File: src/cpuam_regs.vh
// Operation
// - normal mode reaches at most a 64-kbyte space, 16-bit addresses out
// - advanced mode reaches a 16-Mbyte space through 24-bit addresses
// - operating mode comes only from the external mode pin
// - upper halves keep any written value in normal mode
// - pre-decrement and post-increment carries ripple into the upper half
// - normal mode uses only the low 16 bits of each effective address
// - normal vector table starts at zero, one 16-bit entry per vector
// - memory-indirect branches use an 8-bit absolute operand address
// - normal indirect operand is a 16-bit word below 0x0100
// - calls push the pointer; exceptions also push flags and valid extended control
// - advanced upper halves serve as 16-bit or top-of-32-bit registers
// - advanced vectors are 32-bit slots, low 24 bits give the target
// - advanced indirect operand is a longword with top byte forced zero
// - advanced indirect operands lie between zero and 0x000000ff
// - advanced mode offers linear access up to 16 Mbytes
// - eight 32-bit general registers plus control registers
// - 24-bit instruction pointer, bit zero reads as zero on fetch
// - extended control: bit 7 trace, bits 2..0 mask, bits 6..3 read one
// - eighth general register is the stack pointer for calls and exceptions
// - reset loads pointer from vector zero, clears trace, sets mask bits
`ifndef CPUAM_REGS_VH
`define CPUAM_REGS_VH
`define CPUAM_OFS_GPR0 8'h00
`define CPUAM_OFS_PC 8'h20
`define CPUAM_OFS_XCTL 8'h24
`define CPUAM_OFS_COND 8'h28
`define CPUAM_OFS_STAT 8'h2c
`define CPUAM_OFS_CMD 8'h30
`define CPUAM_OFS_EFF_ADDR 8'h34
`define CPUAM_OFS_CFG 8'h38
`define CPUAM_CMD_OP_HI 2
`define CPUAM_CMD_OP_LO 0
`define CPUAM_CMD_REG_HI 10
`define CPUAM_CMD_REG_LO 8
`define CPUAM_CMD_LONG_BIT 12
`define CPUAM_CMD_ARG_HI 23
`define CPUAM_CMD_ARG_LO 16
`define CPUAM_OP_EXC 3'h2
`define CPUAM_OP_JUMP 3'h3
`define CPUAM_OP_CALL 3'h4
`define CPUAM_OP_PREDEC 3'h5
`define CPUAM_OP_POSTINC 3'h6
`define CPUAM_XCTL_TRACE_BIT 7
`define CPUAM_XCTL_RSVD 8'h78
`define CPUAM_XCTL_RST 8'h07
`define CPUAM_COND_I_BIT 7
`define CPUAM_COND_RST 8'h80
`define CPUAM_ADDR_NORM_MASK 24'h00ffff
`define CPUAM_ADDR_ADV_MASK 24'hffffff
`define CPUAM_BOOT_CYCLES 2'h3
`endif

File: src/cpuam_core.v
`timescale 1ns/1ns
`include "cpuam_regs.vh"
module cpuam_core (
  // clock and reset
  input wire aclk,
  input wire aresetn,
  // mode pin, high selects advanced mode
  input wire mode_pin,
  // axi4-lite slave
  input wire [7:0] s_axi_awaddr,
  input wire s_axi_awvalid,
  output wire s_axi_awready,
  input wire [31:0] s_axi_wdata,
  input wire [3:0] s_axi_wstrb,
  input wire s_axi_wvalid,
  output wire s_axi_wready,
  output reg [1:0] s_axi_bresp,
  output reg s_axi_bvalid,
  input wire s_axi_bready,
  input wire [7:0] s_axi_araddr,
  input wire s_axi_arvalid,
  output wire s_axi_arready,
  output reg [31:0] s_axi_rdata,
  output reg [1:0] s_axi_rresp,
  output reg s_axi_rvalid,
  input wire s_axi_rready,
  // memory port for vectors, branch tables and stack
  output reg mem_req,
  output reg mem_we,
  output reg mem_long,
  output reg [23:0] mem_addr,
  output reg [31:0] mem_wdata,
  input wire [31:0] mem_rdata,
  input wire mem_ack
);
  // sequencer states
  localparam S_BOOT = 3'h0;
  localparam S_IDLE = 3'h1;
  localparam S_PUSH_PC = 3'h2;
  localparam S_PUSH_COND = 3'h3;
  localparam S_PUSH_XCTL = 3'h4;
  localparam S_FETCH = 3'h5;

  // architectural registers
  reg [31:0] gpr_r [0:7];
  reg [23:0] pc_r;
  reg [7:0] xctl_r;
  reg [7:0] cond_r;
  reg [23:0] eff_addr_r;
  reg xctl_valid_r;

  // mode and sequencer state
  reg adv_r;
  reg [2:0] mode_sync_r;
  reg [2:0] state_r;
  reg [1:0] boot_cnt_r;
  reg exc_r;
  reg fetch_ind_r;
  reg [7:0] arg_r;

  // write buffers
  reg [7:0] awaddr_r;
  reg aw_full_r;
  reg [31:0] wdata_r;
  reg [3:0] wstrb_r;
  reg w_full_r;

  // combinational selections
  reg [31:0] rdata_nxt;
  reg [1:0] rresp_nxt;
  reg [31:0] push_data_nxt;
  reg [2:0] push_state_nxt;

  // sequencer status
  wire seq_busy = state_r != S_IDLE;
  wire boot_done = boot_cnt_r == `CPUAM_BOOT_CYCLES;

  // address and stack arithmetic
  wire [23:0] amask = adv_r ? `CPUAM_ADDR_ADV_MASK : `CPUAM_ADDR_NORM_MASK;
  wire push_long = adv_r && (state_r == S_PUSH_PC);
  wire [31:0] sp_dec = gpr_r[7] - (push_long ? 32'h4 : 32'h2);
  wire [23:0] push_addr = sp_dec[23:0] & amask;
  wire [7:0] xctl_view = xctl_r | `CPUAM_XCTL_RSVD;

  // write decode
  wire wr_fire = aw_full_r && w_full_r && !s_axi_bvalid;
  wire [7:0] waddr = awaddr_r & 8'hfc;
  wire [7:0] raddr = s_axi_araddr & 8'hfc;
  wire hit_gpr = waddr < `CPUAM_OFS_PC;
  wire hit_xctl = waddr == `CPUAM_OFS_XCTL;
  wire hit_cond = waddr == `CPUAM_OFS_COND;
  wire hit_cmd = waddr == `CPUAM_OFS_CMD;
  wire hit_cfg = waddr == `CPUAM_OFS_CFG;
  wire wr_map = hit_gpr || hit_xctl || hit_cond || hit_cmd || hit_cfg;
  wire [1:0] wr_resp = wr_map ? 2'h0 : 2'h2;
  wire [31:0] wcur = gpr_r[waddr[4:2]];
  wire [31:0] wmerged;

  // command fields
  wire cmd_go = wr_fire && hit_cmd && wstrb_r[0] && (state_r == S_IDLE);
  wire [2:0] cmd_op = wdata_r[`CPUAM_CMD_OP_HI:`CPUAM_CMD_OP_LO];
  wire [2:0] cmd_reg = wdata_r[`CPUAM_CMD_REG_HI:`CPUAM_CMD_REG_LO];
  wire [31:0] step = wdata_r[`CPUAM_CMD_LONG_BIT] ? 32'h4 : 32'h2;
  wire [31:0] reg_sel = gpr_r[cmd_reg];
  wire [31:0] reg_dec = reg_sel - step;
  wire [31:0] reg_inc = reg_sel + step;
  wire [7:0] vec_arg = wdata_r[`CPUAM_CMD_ARG_HI:`CPUAM_CMD_ARG_LO];
  wire [23:0] eff_dec = reg_dec[23:0] & amask;
  wire [23:0] eff_inc = reg_sel[23:0] & amask;
  wire [23:0] fetch_addr = fetch_ind_r ? {16'h0000, arg_r[7:1], 1'b0} :
                           (adv_r ? {14'h0000, arg_r, 2'b00} : {15'h0000, arg_r, 1'b0});
  wire [23:0] pc_fetched = adv_r ? {mem_rdata[23:1], 1'b0} :
                           {8'h00, mem_rdata[15:1], 1'b0};

  // ready outputs
  assign s_axi_awready = !aw_full_r;
  assign s_axi_wready = !w_full_r;
  assign s_axi_arready = !s_axi_rvalid;

  // byte lanes of a register write follow the strobes
  genvar lane;
  generate
    for (lane = 0; lane < 4; lane = lane + 1) begin : g_lane
      assign wmerged[lane*8 +: 8] = wstrb_r[lane] ? wdata_r[lane*8 +: 8] : wcur[lane*8 +: 8];
    end
  endgenerate

  // mode pin synchroniser, change taken when stages two and three agree
  always @(posedge aclk) begin
    if (!aresetn) begin
      mode_sync_r <= 3'h0;
      adv_r <= 1'b0;
    end else begin
      mode_sync_r <= {mode_sync_r[1:0], mode_pin};
      if (mode_sync_r[1] == mode_sync_r[2]) begin
        adv_r <= mode_sync_r[2];
      end
    end
  end

  // axi write channel capture and response
  always @(posedge aclk) begin
    if (!aresetn) begin
      aw_full_r <= 1'b0;
      w_full_r <= 1'b0;
      awaddr_r <= 8'h00;
      wdata_r <= 32'h00000000;
      wstrb_r <= 4'h0;
      s_axi_bvalid <= 1'b0;
      s_axi_bresp <= 2'h0;
    end else begin
      if (s_axi_awvalid && !aw_full_r) begin
        aw_full_r <= 1'b1;
        awaddr_r <= s_axi_awaddr;
      end
      if (s_axi_wvalid && !w_full_r) begin
        w_full_r <= 1'b1;
        wdata_r <= s_axi_wdata;
        wstrb_r <= s_axi_wstrb;
      end
      if (wr_fire) begin
        aw_full_r <= 1'b0;
        w_full_r <= 1'b0;
        s_axi_bvalid <= 1'b1;
        s_axi_bresp <= wr_resp;
      end else if (s_axi_bvalid && s_axi_bready) begin
        s_axi_bvalid <= 1'b0;
      end
    end
  end

  // read data selection
  always @* begin
    rdata_nxt = 32'h00000000;
    rresp_nxt = 2'h0;
    if (raddr < `CPUAM_OFS_PC) begin
      rdata_nxt = gpr_r[raddr[4:2]];
    end else begin
      case (raddr)
        `CPUAM_OFS_PC: rdata_nxt = {8'h00, pc_r[23:1], 1'b0};
        `CPUAM_OFS_XCTL: rdata_nxt = {24'h000000, xctl_view};
        `CPUAM_OFS_COND: rdata_nxt = {24'h000000, cond_r};
        `CPUAM_OFS_STAT: rdata_nxt = {30'h00000000, seq_busy, adv_r};
        `CPUAM_OFS_CMD: rdata_nxt = 32'h00000000;
        `CPUAM_OFS_EFF_ADDR: rdata_nxt = {8'h00, eff_addr_r};
        `CPUAM_OFS_CFG: rdata_nxt = {31'h00000000, xctl_valid_r};
        default: begin
          rresp_nxt = 2'h2;
        end
      endcase
    end
  end

  // axi read channel
  always @(posedge aclk) begin
    if (!aresetn) begin
      s_axi_rvalid <= 1'b0;
      s_axi_rdata <= 32'h00000000;
      s_axi_rresp <= 2'h0;
    end else if (s_axi_arvalid && !s_axi_rvalid) begin
      s_axi_rvalid <= 1'b1;
      s_axi_rdata <= rdata_nxt;
      s_axi_rresp <= rresp_nxt;
    end else if (s_axi_rvalid && s_axi_rready) begin
      s_axi_rvalid <= 1'b0;
    end
  end

  // stack push data
  always @* begin
    push_data_nxt = {16'h0000, xctl_view, xctl_view};
    if (state_r == S_PUSH_PC) begin
      if (adv_r) begin
        push_data_nxt = {(exc_r ? cond_r : 8'h00), pc_r};
      end else begin
        push_data_nxt = {16'h0000, pc_r[15:0]};
      end
    end else if (state_r == S_PUSH_COND) begin
      push_data_nxt = {16'h0000, cond_r, cond_r};
    end
  end

  // order of pushes after each acknowledge
  always @* begin
    push_state_nxt = S_FETCH;
    if (state_r == S_PUSH_PC && exc_r && !adv_r) begin
      push_state_nxt = S_PUSH_COND;
    end else if (exc_r && xctl_valid_r && state_r != S_PUSH_XCTL) begin
      push_state_nxt = S_PUSH_XCTL;
    end
  end

  // register file and branch/stack sequencer
  always @(posedge aclk) begin
    if (!aresetn) begin
      pc_r <= 24'h000000;
      xctl_r <= `CPUAM_XCTL_RST;
      cond_r <= `CPUAM_COND_RST;
      eff_addr_r <= 24'h000000;
      xctl_valid_r <= 1'b1;
      state_r <= S_BOOT;
      boot_cnt_r <= 2'h0;
      exc_r <= 1'b0;
      fetch_ind_r <= 1'b0;
      arg_r <= 8'h00;
      mem_req <= 1'b0;
      mem_we <= 1'b0;
      mem_long <= 1'b0;
      mem_addr <= 24'h000000;
      mem_wdata <= 32'h00000000;
    end else begin
      if (wr_fire) begin
        if (hit_gpr) begin
          gpr_r[waddr[4:2]] <= wmerged;
        end else if (hit_xctl && wstrb_r[0]) begin
          xctl_r <= wdata_r[7:0] & ~`CPUAM_XCTL_RSVD;
        end else if (hit_cond && wstrb_r[0]) begin
          cond_r <= wdata_r[7:0];
        end else if (hit_cfg && wstrb_r[0]) begin
          xctl_valid_r <= wdata_r[0];
        end
      end
      case (state_r)
        S_BOOT: begin
          if (boot_done) begin
            state_r <= S_FETCH;
          end else begin
            boot_cnt_r <= boot_cnt_r + 2'h1;
          end
        end
        S_IDLE: begin
          if (cmd_go) begin
            arg_r <= vec_arg;
            case (cmd_op)
              `CPUAM_OP_EXC: begin
                exc_r <= 1'b1;
                fetch_ind_r <= 1'b0;
                state_r <= S_PUSH_PC;
              end
              `CPUAM_OP_JUMP: begin
                exc_r <= 1'b0;
                fetch_ind_r <= 1'b1;
                state_r <= S_FETCH;
              end
              `CPUAM_OP_CALL: begin
                exc_r <= 1'b0;
                fetch_ind_r <= 1'b1;
                state_r <= S_PUSH_PC;
              end
              `CPUAM_OP_PREDEC: begin
                gpr_r[cmd_reg] <= reg_dec;
                eff_addr_r <= eff_dec;
              end
              `CPUAM_OP_POSTINC: begin
                gpr_r[cmd_reg] <= reg_inc;
                eff_addr_r <= eff_inc;
              end
              default: begin
                state_r <= S_IDLE;
              end
            endcase
          end
        end
        S_PUSH_PC, S_PUSH_COND, S_PUSH_XCTL: begin
          if (!mem_req) begin
            gpr_r[7] <= sp_dec;
            mem_req <= 1'b1;
            mem_we <= 1'b1;
            mem_long <= push_long;
            mem_addr <= push_addr;
            mem_wdata <= push_data_nxt;
          end else if (mem_ack) begin
            mem_req <= 1'b0;
            mem_we <= 1'b0;
            state_r <= push_state_nxt;
          end
        end
        S_FETCH: begin
          if (!mem_req) begin
            mem_req <= 1'b1;
            mem_we <= 1'b0;
            mem_long <= adv_r;
            mem_addr <= fetch_addr;
            mem_wdata <= 32'h00000000;
          end else if (mem_ack) begin
            mem_req <= 1'b0;
            state_r <= S_IDLE;
            pc_r <= pc_fetched;
            if (exc_r) begin
              cond_r[`CPUAM_COND_I_BIT] <= 1'b1;
              exc_r <= 1'b0;
            end
          end
        end
        default: begin
          state_r <= S_IDLE;
        end
      endcase
    end
  end
endmodule // cpuam_core

File: config.mk
export PLATFORM = sky130hd
export DESIGN_NAME = cpuam_core
export DESIGN_NICKNAME = d
export VERILOG_FILES = /design/src/cpuam_core.v
export VERILOG_INCLUDE_DIRS = /design/src /design/src/src
export SDC_FILE = /design/constraint.sdc
export NUM_CORES = 1
export LEC_CHECK = 0
export CORE_ASPECT_RATIO = 0.9
export CORE_UTILIZATION = 50
export DETAILED_ROUTE_END_ITERATION = 7
export DONT_BUFFER_PORTS = 1
export PLACE_DENSITY = 0.64
export SYNTH_ARGS = -nofsm -noshare
export SYNTH_HDL_FRONTEND = slang
export SYNTH_SLANG_ARGS = --single-unit
File: constraint.sdc
create_clock -name aclk -period 6.8 [get_ports aclk]
set_input_delay 1.7 -clock aclk [delete_from_list [all_inputs] [get_ports aclk]]
set_output_delay 1.7 -clock aclk [all_outputs]
set_load 0.01 [all_outputs]
==> impl_metrics.yaml <==
logic_synthesis:
  netlist_area_sq_mm: 0.0237
  netlist_top_cells_count: "nand2_1 (374), edfxtp_1 (256), dfxtp_1 (221)"
  synth_top_family_by_area: "multiplexers"
  synth_compound_area_share_pct: 11.7
  synth.yosys.seq_area_share_pct: 51.1
  muxShareOfSynthArea_pct: 15.9
  synth.most_common_cell: "nand2_1"
  async_reset_ff_share_pct: 0
  synth-xor-area-share_pct: 2.89
  synth.top_cell.area_share_pct: 32.5
  ys_warn_count: 0
  synth_simple_gate_area_share_pct: 14.6
  synth_area_leader_cell: "edfxtp_1"
  synth_flop_cell: "edfxtp_1"
  synth-seq-cells: 477
  syn_inst: 2183
  synth_area_leaders: "edfxtp_1 (32%), dfxtp_1 (19%), mux4_2 (11%), nand2_1 (5.9%), a21oi_1 (3.1%)"
  synth_edf_count: 256
  avgSynthCellArea_sq_um: 10.8
  synth_fa_ha_area_share_pct: 0.676
  synth.distinct_cells: 73
finish:
  multiInputGateArea_sq_mm: 0.0109
  layout-drive-gt1-share_pct: 13.1
  stdcell_count: 2776
  fin_area_sq_mm: 0.0257
  fill_cells: 3983
  diodes: 0
  seq_area_sq_mm: 0.0121
  fin_nets: 2225
  area_growth_pct: 8.67
route:
  drcViolationCount: 0
  via_per_inst: 6.55
  wl_per_cell_um: 27.1
  ant_nets: 0
  drtIter0Drc: 2201
  dr.pass1.iters: 6
  dr_total_vias: 18200
  wl_um: 75300
power:
  combPwrFrac_pct: 11.4
  p_sw_share_pct: 26.9
  switchingPower_mw: 1.87
  pwr-share-clk_pct: 39.6
  leakage_nw: 8.62
  p_int_mw: 5.07
  p_per_area_mw_per_mm2: 269
  seqPwrFrac_pct: 49.0
  ir_drop_mv: 0.218
global_routing:
  grt_first_pass_wirelength_um: 112000
  met3_usage_pct: 5.02
  track_usage_pct: 31.4
  grtUsageMet2_pct: 50.2
  grt_use_met1_pct: 42.2
  grt_antenna_before_repair: 0
  gr-max-usage-layer: "met2"
  grt_max_degree: 121
  grt_overflow: 0
  grt_pass1_vias: 17500
timing:
  slew_violations: 0
  skew_ps: 17.0
  whs_ps: 437
  setup_violations: 0
  rsz0062_at_grt: "false"
  max_freq_mhz: 196
  fin_ws_ps: 1690
  slew_headroom_pct: 12.2
  period_share_pct: 75.2
  tightestPinTransition_ps: 1310
  finalHoldViolCount: 0
  setup_tns_ps: 0
  fin_crit_ps: 5110
placed_design:
  gp_congestion: 0.951
  dp_hpwl_um: 52200
  dp_slack_ps: 1690
  placed_area_sq_mm: 0.0241
  port_buffers: 0
  place_inst: 2686
floorplanning:
  io_pins: 193
  start_util_pct: 50.8
  dieArea_sq_mm: 0.0482
  core_area_sq_mm: 0.0466
  die_y_um: 208
  rows: 75
  die_width_um: 231
outcome:
  status: "completed"
clock_network:
  htree_levels: 2
  cts_setup_buffers: 0
  clockRootBuffer: "clkbuf_16"
  cts_sinks: 477
  path_clk_slew_ps: 60
  clk_latency_ps: 600
  cts_tree: "done"
  holdBufCountCts: 0
  cts_resized: 0
  cts_made_buffers: 49
  clock_path_buffers: 3
worst_setup_path:
  crit_type: "register to register"
  cp_max_fo: 40
  crit_arrival_ps: 5410
  startpoint_type: "register"
  cp.required_ps: 7090
  end_kind: "register"
worst_hold_path:
  hold_path_class: "register to register"
flow_run:
  drv_cap: 0
[metal layers]
layer | up-vias | part of all wire, %
met5 | - | 0
met4 | 0 | 4.7
met3 | 198 | 8.7
met2 | 944 | 47
met1 | 9115 | 40
li1 | 7915 | -
[area by class of cell]
class	instances	area share (%)
Tap cell	616	3.00
Timing Repair Buffer	32	0.934
Multi-Input combinational cell	1533	42.2
Clock inverter	23	0.763
Inverter	28	0.418
Clock buffer	67	5.57
Sequential cell	477	47.1
[power groups by stage]
stage          registers (mW)  clock network, mW  logic (mW)
2_1_floorplan            3.36                  0       0.618
3_3_place_gp             3.45                  0       0.762
3_5_place_dp             3.46                  0       0.777
4_1_cts                  3.39               2.77       0.782
5_1_grt                  3.41               2.88       0.858
6_report                 3.40               2.74       0.793
[cell families after synthesis]
| group | Yosys count |
|---|---|
| fa+ha+maj | 11 |
| xor+xnor | 78 |
| buf+inv | 174 |
| mux | 217 |
| other cells | 1 |
| compound gates | 462 |
| flops | 477 |
| simple gates | 763 |
[worst paths after layout]
check | startpoint | slack (ps) | endpoint | cells after the start
worst min register to register | mode_sync_r[0] | 440 | mode_sync_r[1] | 1
worst min-delay path | mode_sync_r[0] | 440 | mode_sync_r[1] | 1
worst max register to register | register | 1690 | gpr_r[0][26] | 11
worst max-delay path | register | 1690 | gpr_r[0][26] | 11
[through the flow]
step	util, %	power, mW
after global routing	55.2	7.15
after global placement	51.7	4.21
after detailed placement	51.7	4.23
final	55.2	6.93
after floorplan	-	3.98
after CTS	55.2	6.94
[worst max-delay path, stage by stage (launching register included)]
cell and delay, ps:
dfxtp_4 890, mux4_2 590, mux2i_1 400, inv_1 160, ha_1 320, a21oi_1 220
nand4_2 300, or2_1 390, or4_4 600, a2bb2oi_1 170, xnor2_1 150, o21ai_0 600
[sequential cells by signal, summed over array words and instances (netlist names), 23 cells and up, named ones only]
| signal | count |
|---|---|
| pc_r | 23 |
| s_axi_rdata | 32 |
| gpr_r | 256 |
| eff_addr_r | 24 |
| wdata_r | 32 |
| mem_wdata | 32 |
| mem_addr | 24 |
[placed cells by master (no fill, tap or decap), drive strengths merged, types with 5 or more instances in the layout]
master  instances
a22oi          37
and3            6
nor2          174
edfxtp        256
nand2         374
a31oi          12
o22ai           8
mux2           17
ha              8
nor4b           8
dfxtp         221
buf            32
mux4          119
xor2           36
clkinv         18
or3            10
clkbuf         67
or2             6
or4             7
inv            27
a211oi         15
and2           19
a221oi         26
o31ai           6
nor3           33
xnor2          42
a21oi         145
o21ai         146
a21boi         38
a32oi           6
o211ai          6
mux2i          81
nand4          15
nand2b          5
nor2b          36
nor4           18
nand3          33
No activity file was read; power rests on OpenSTA's default activity.
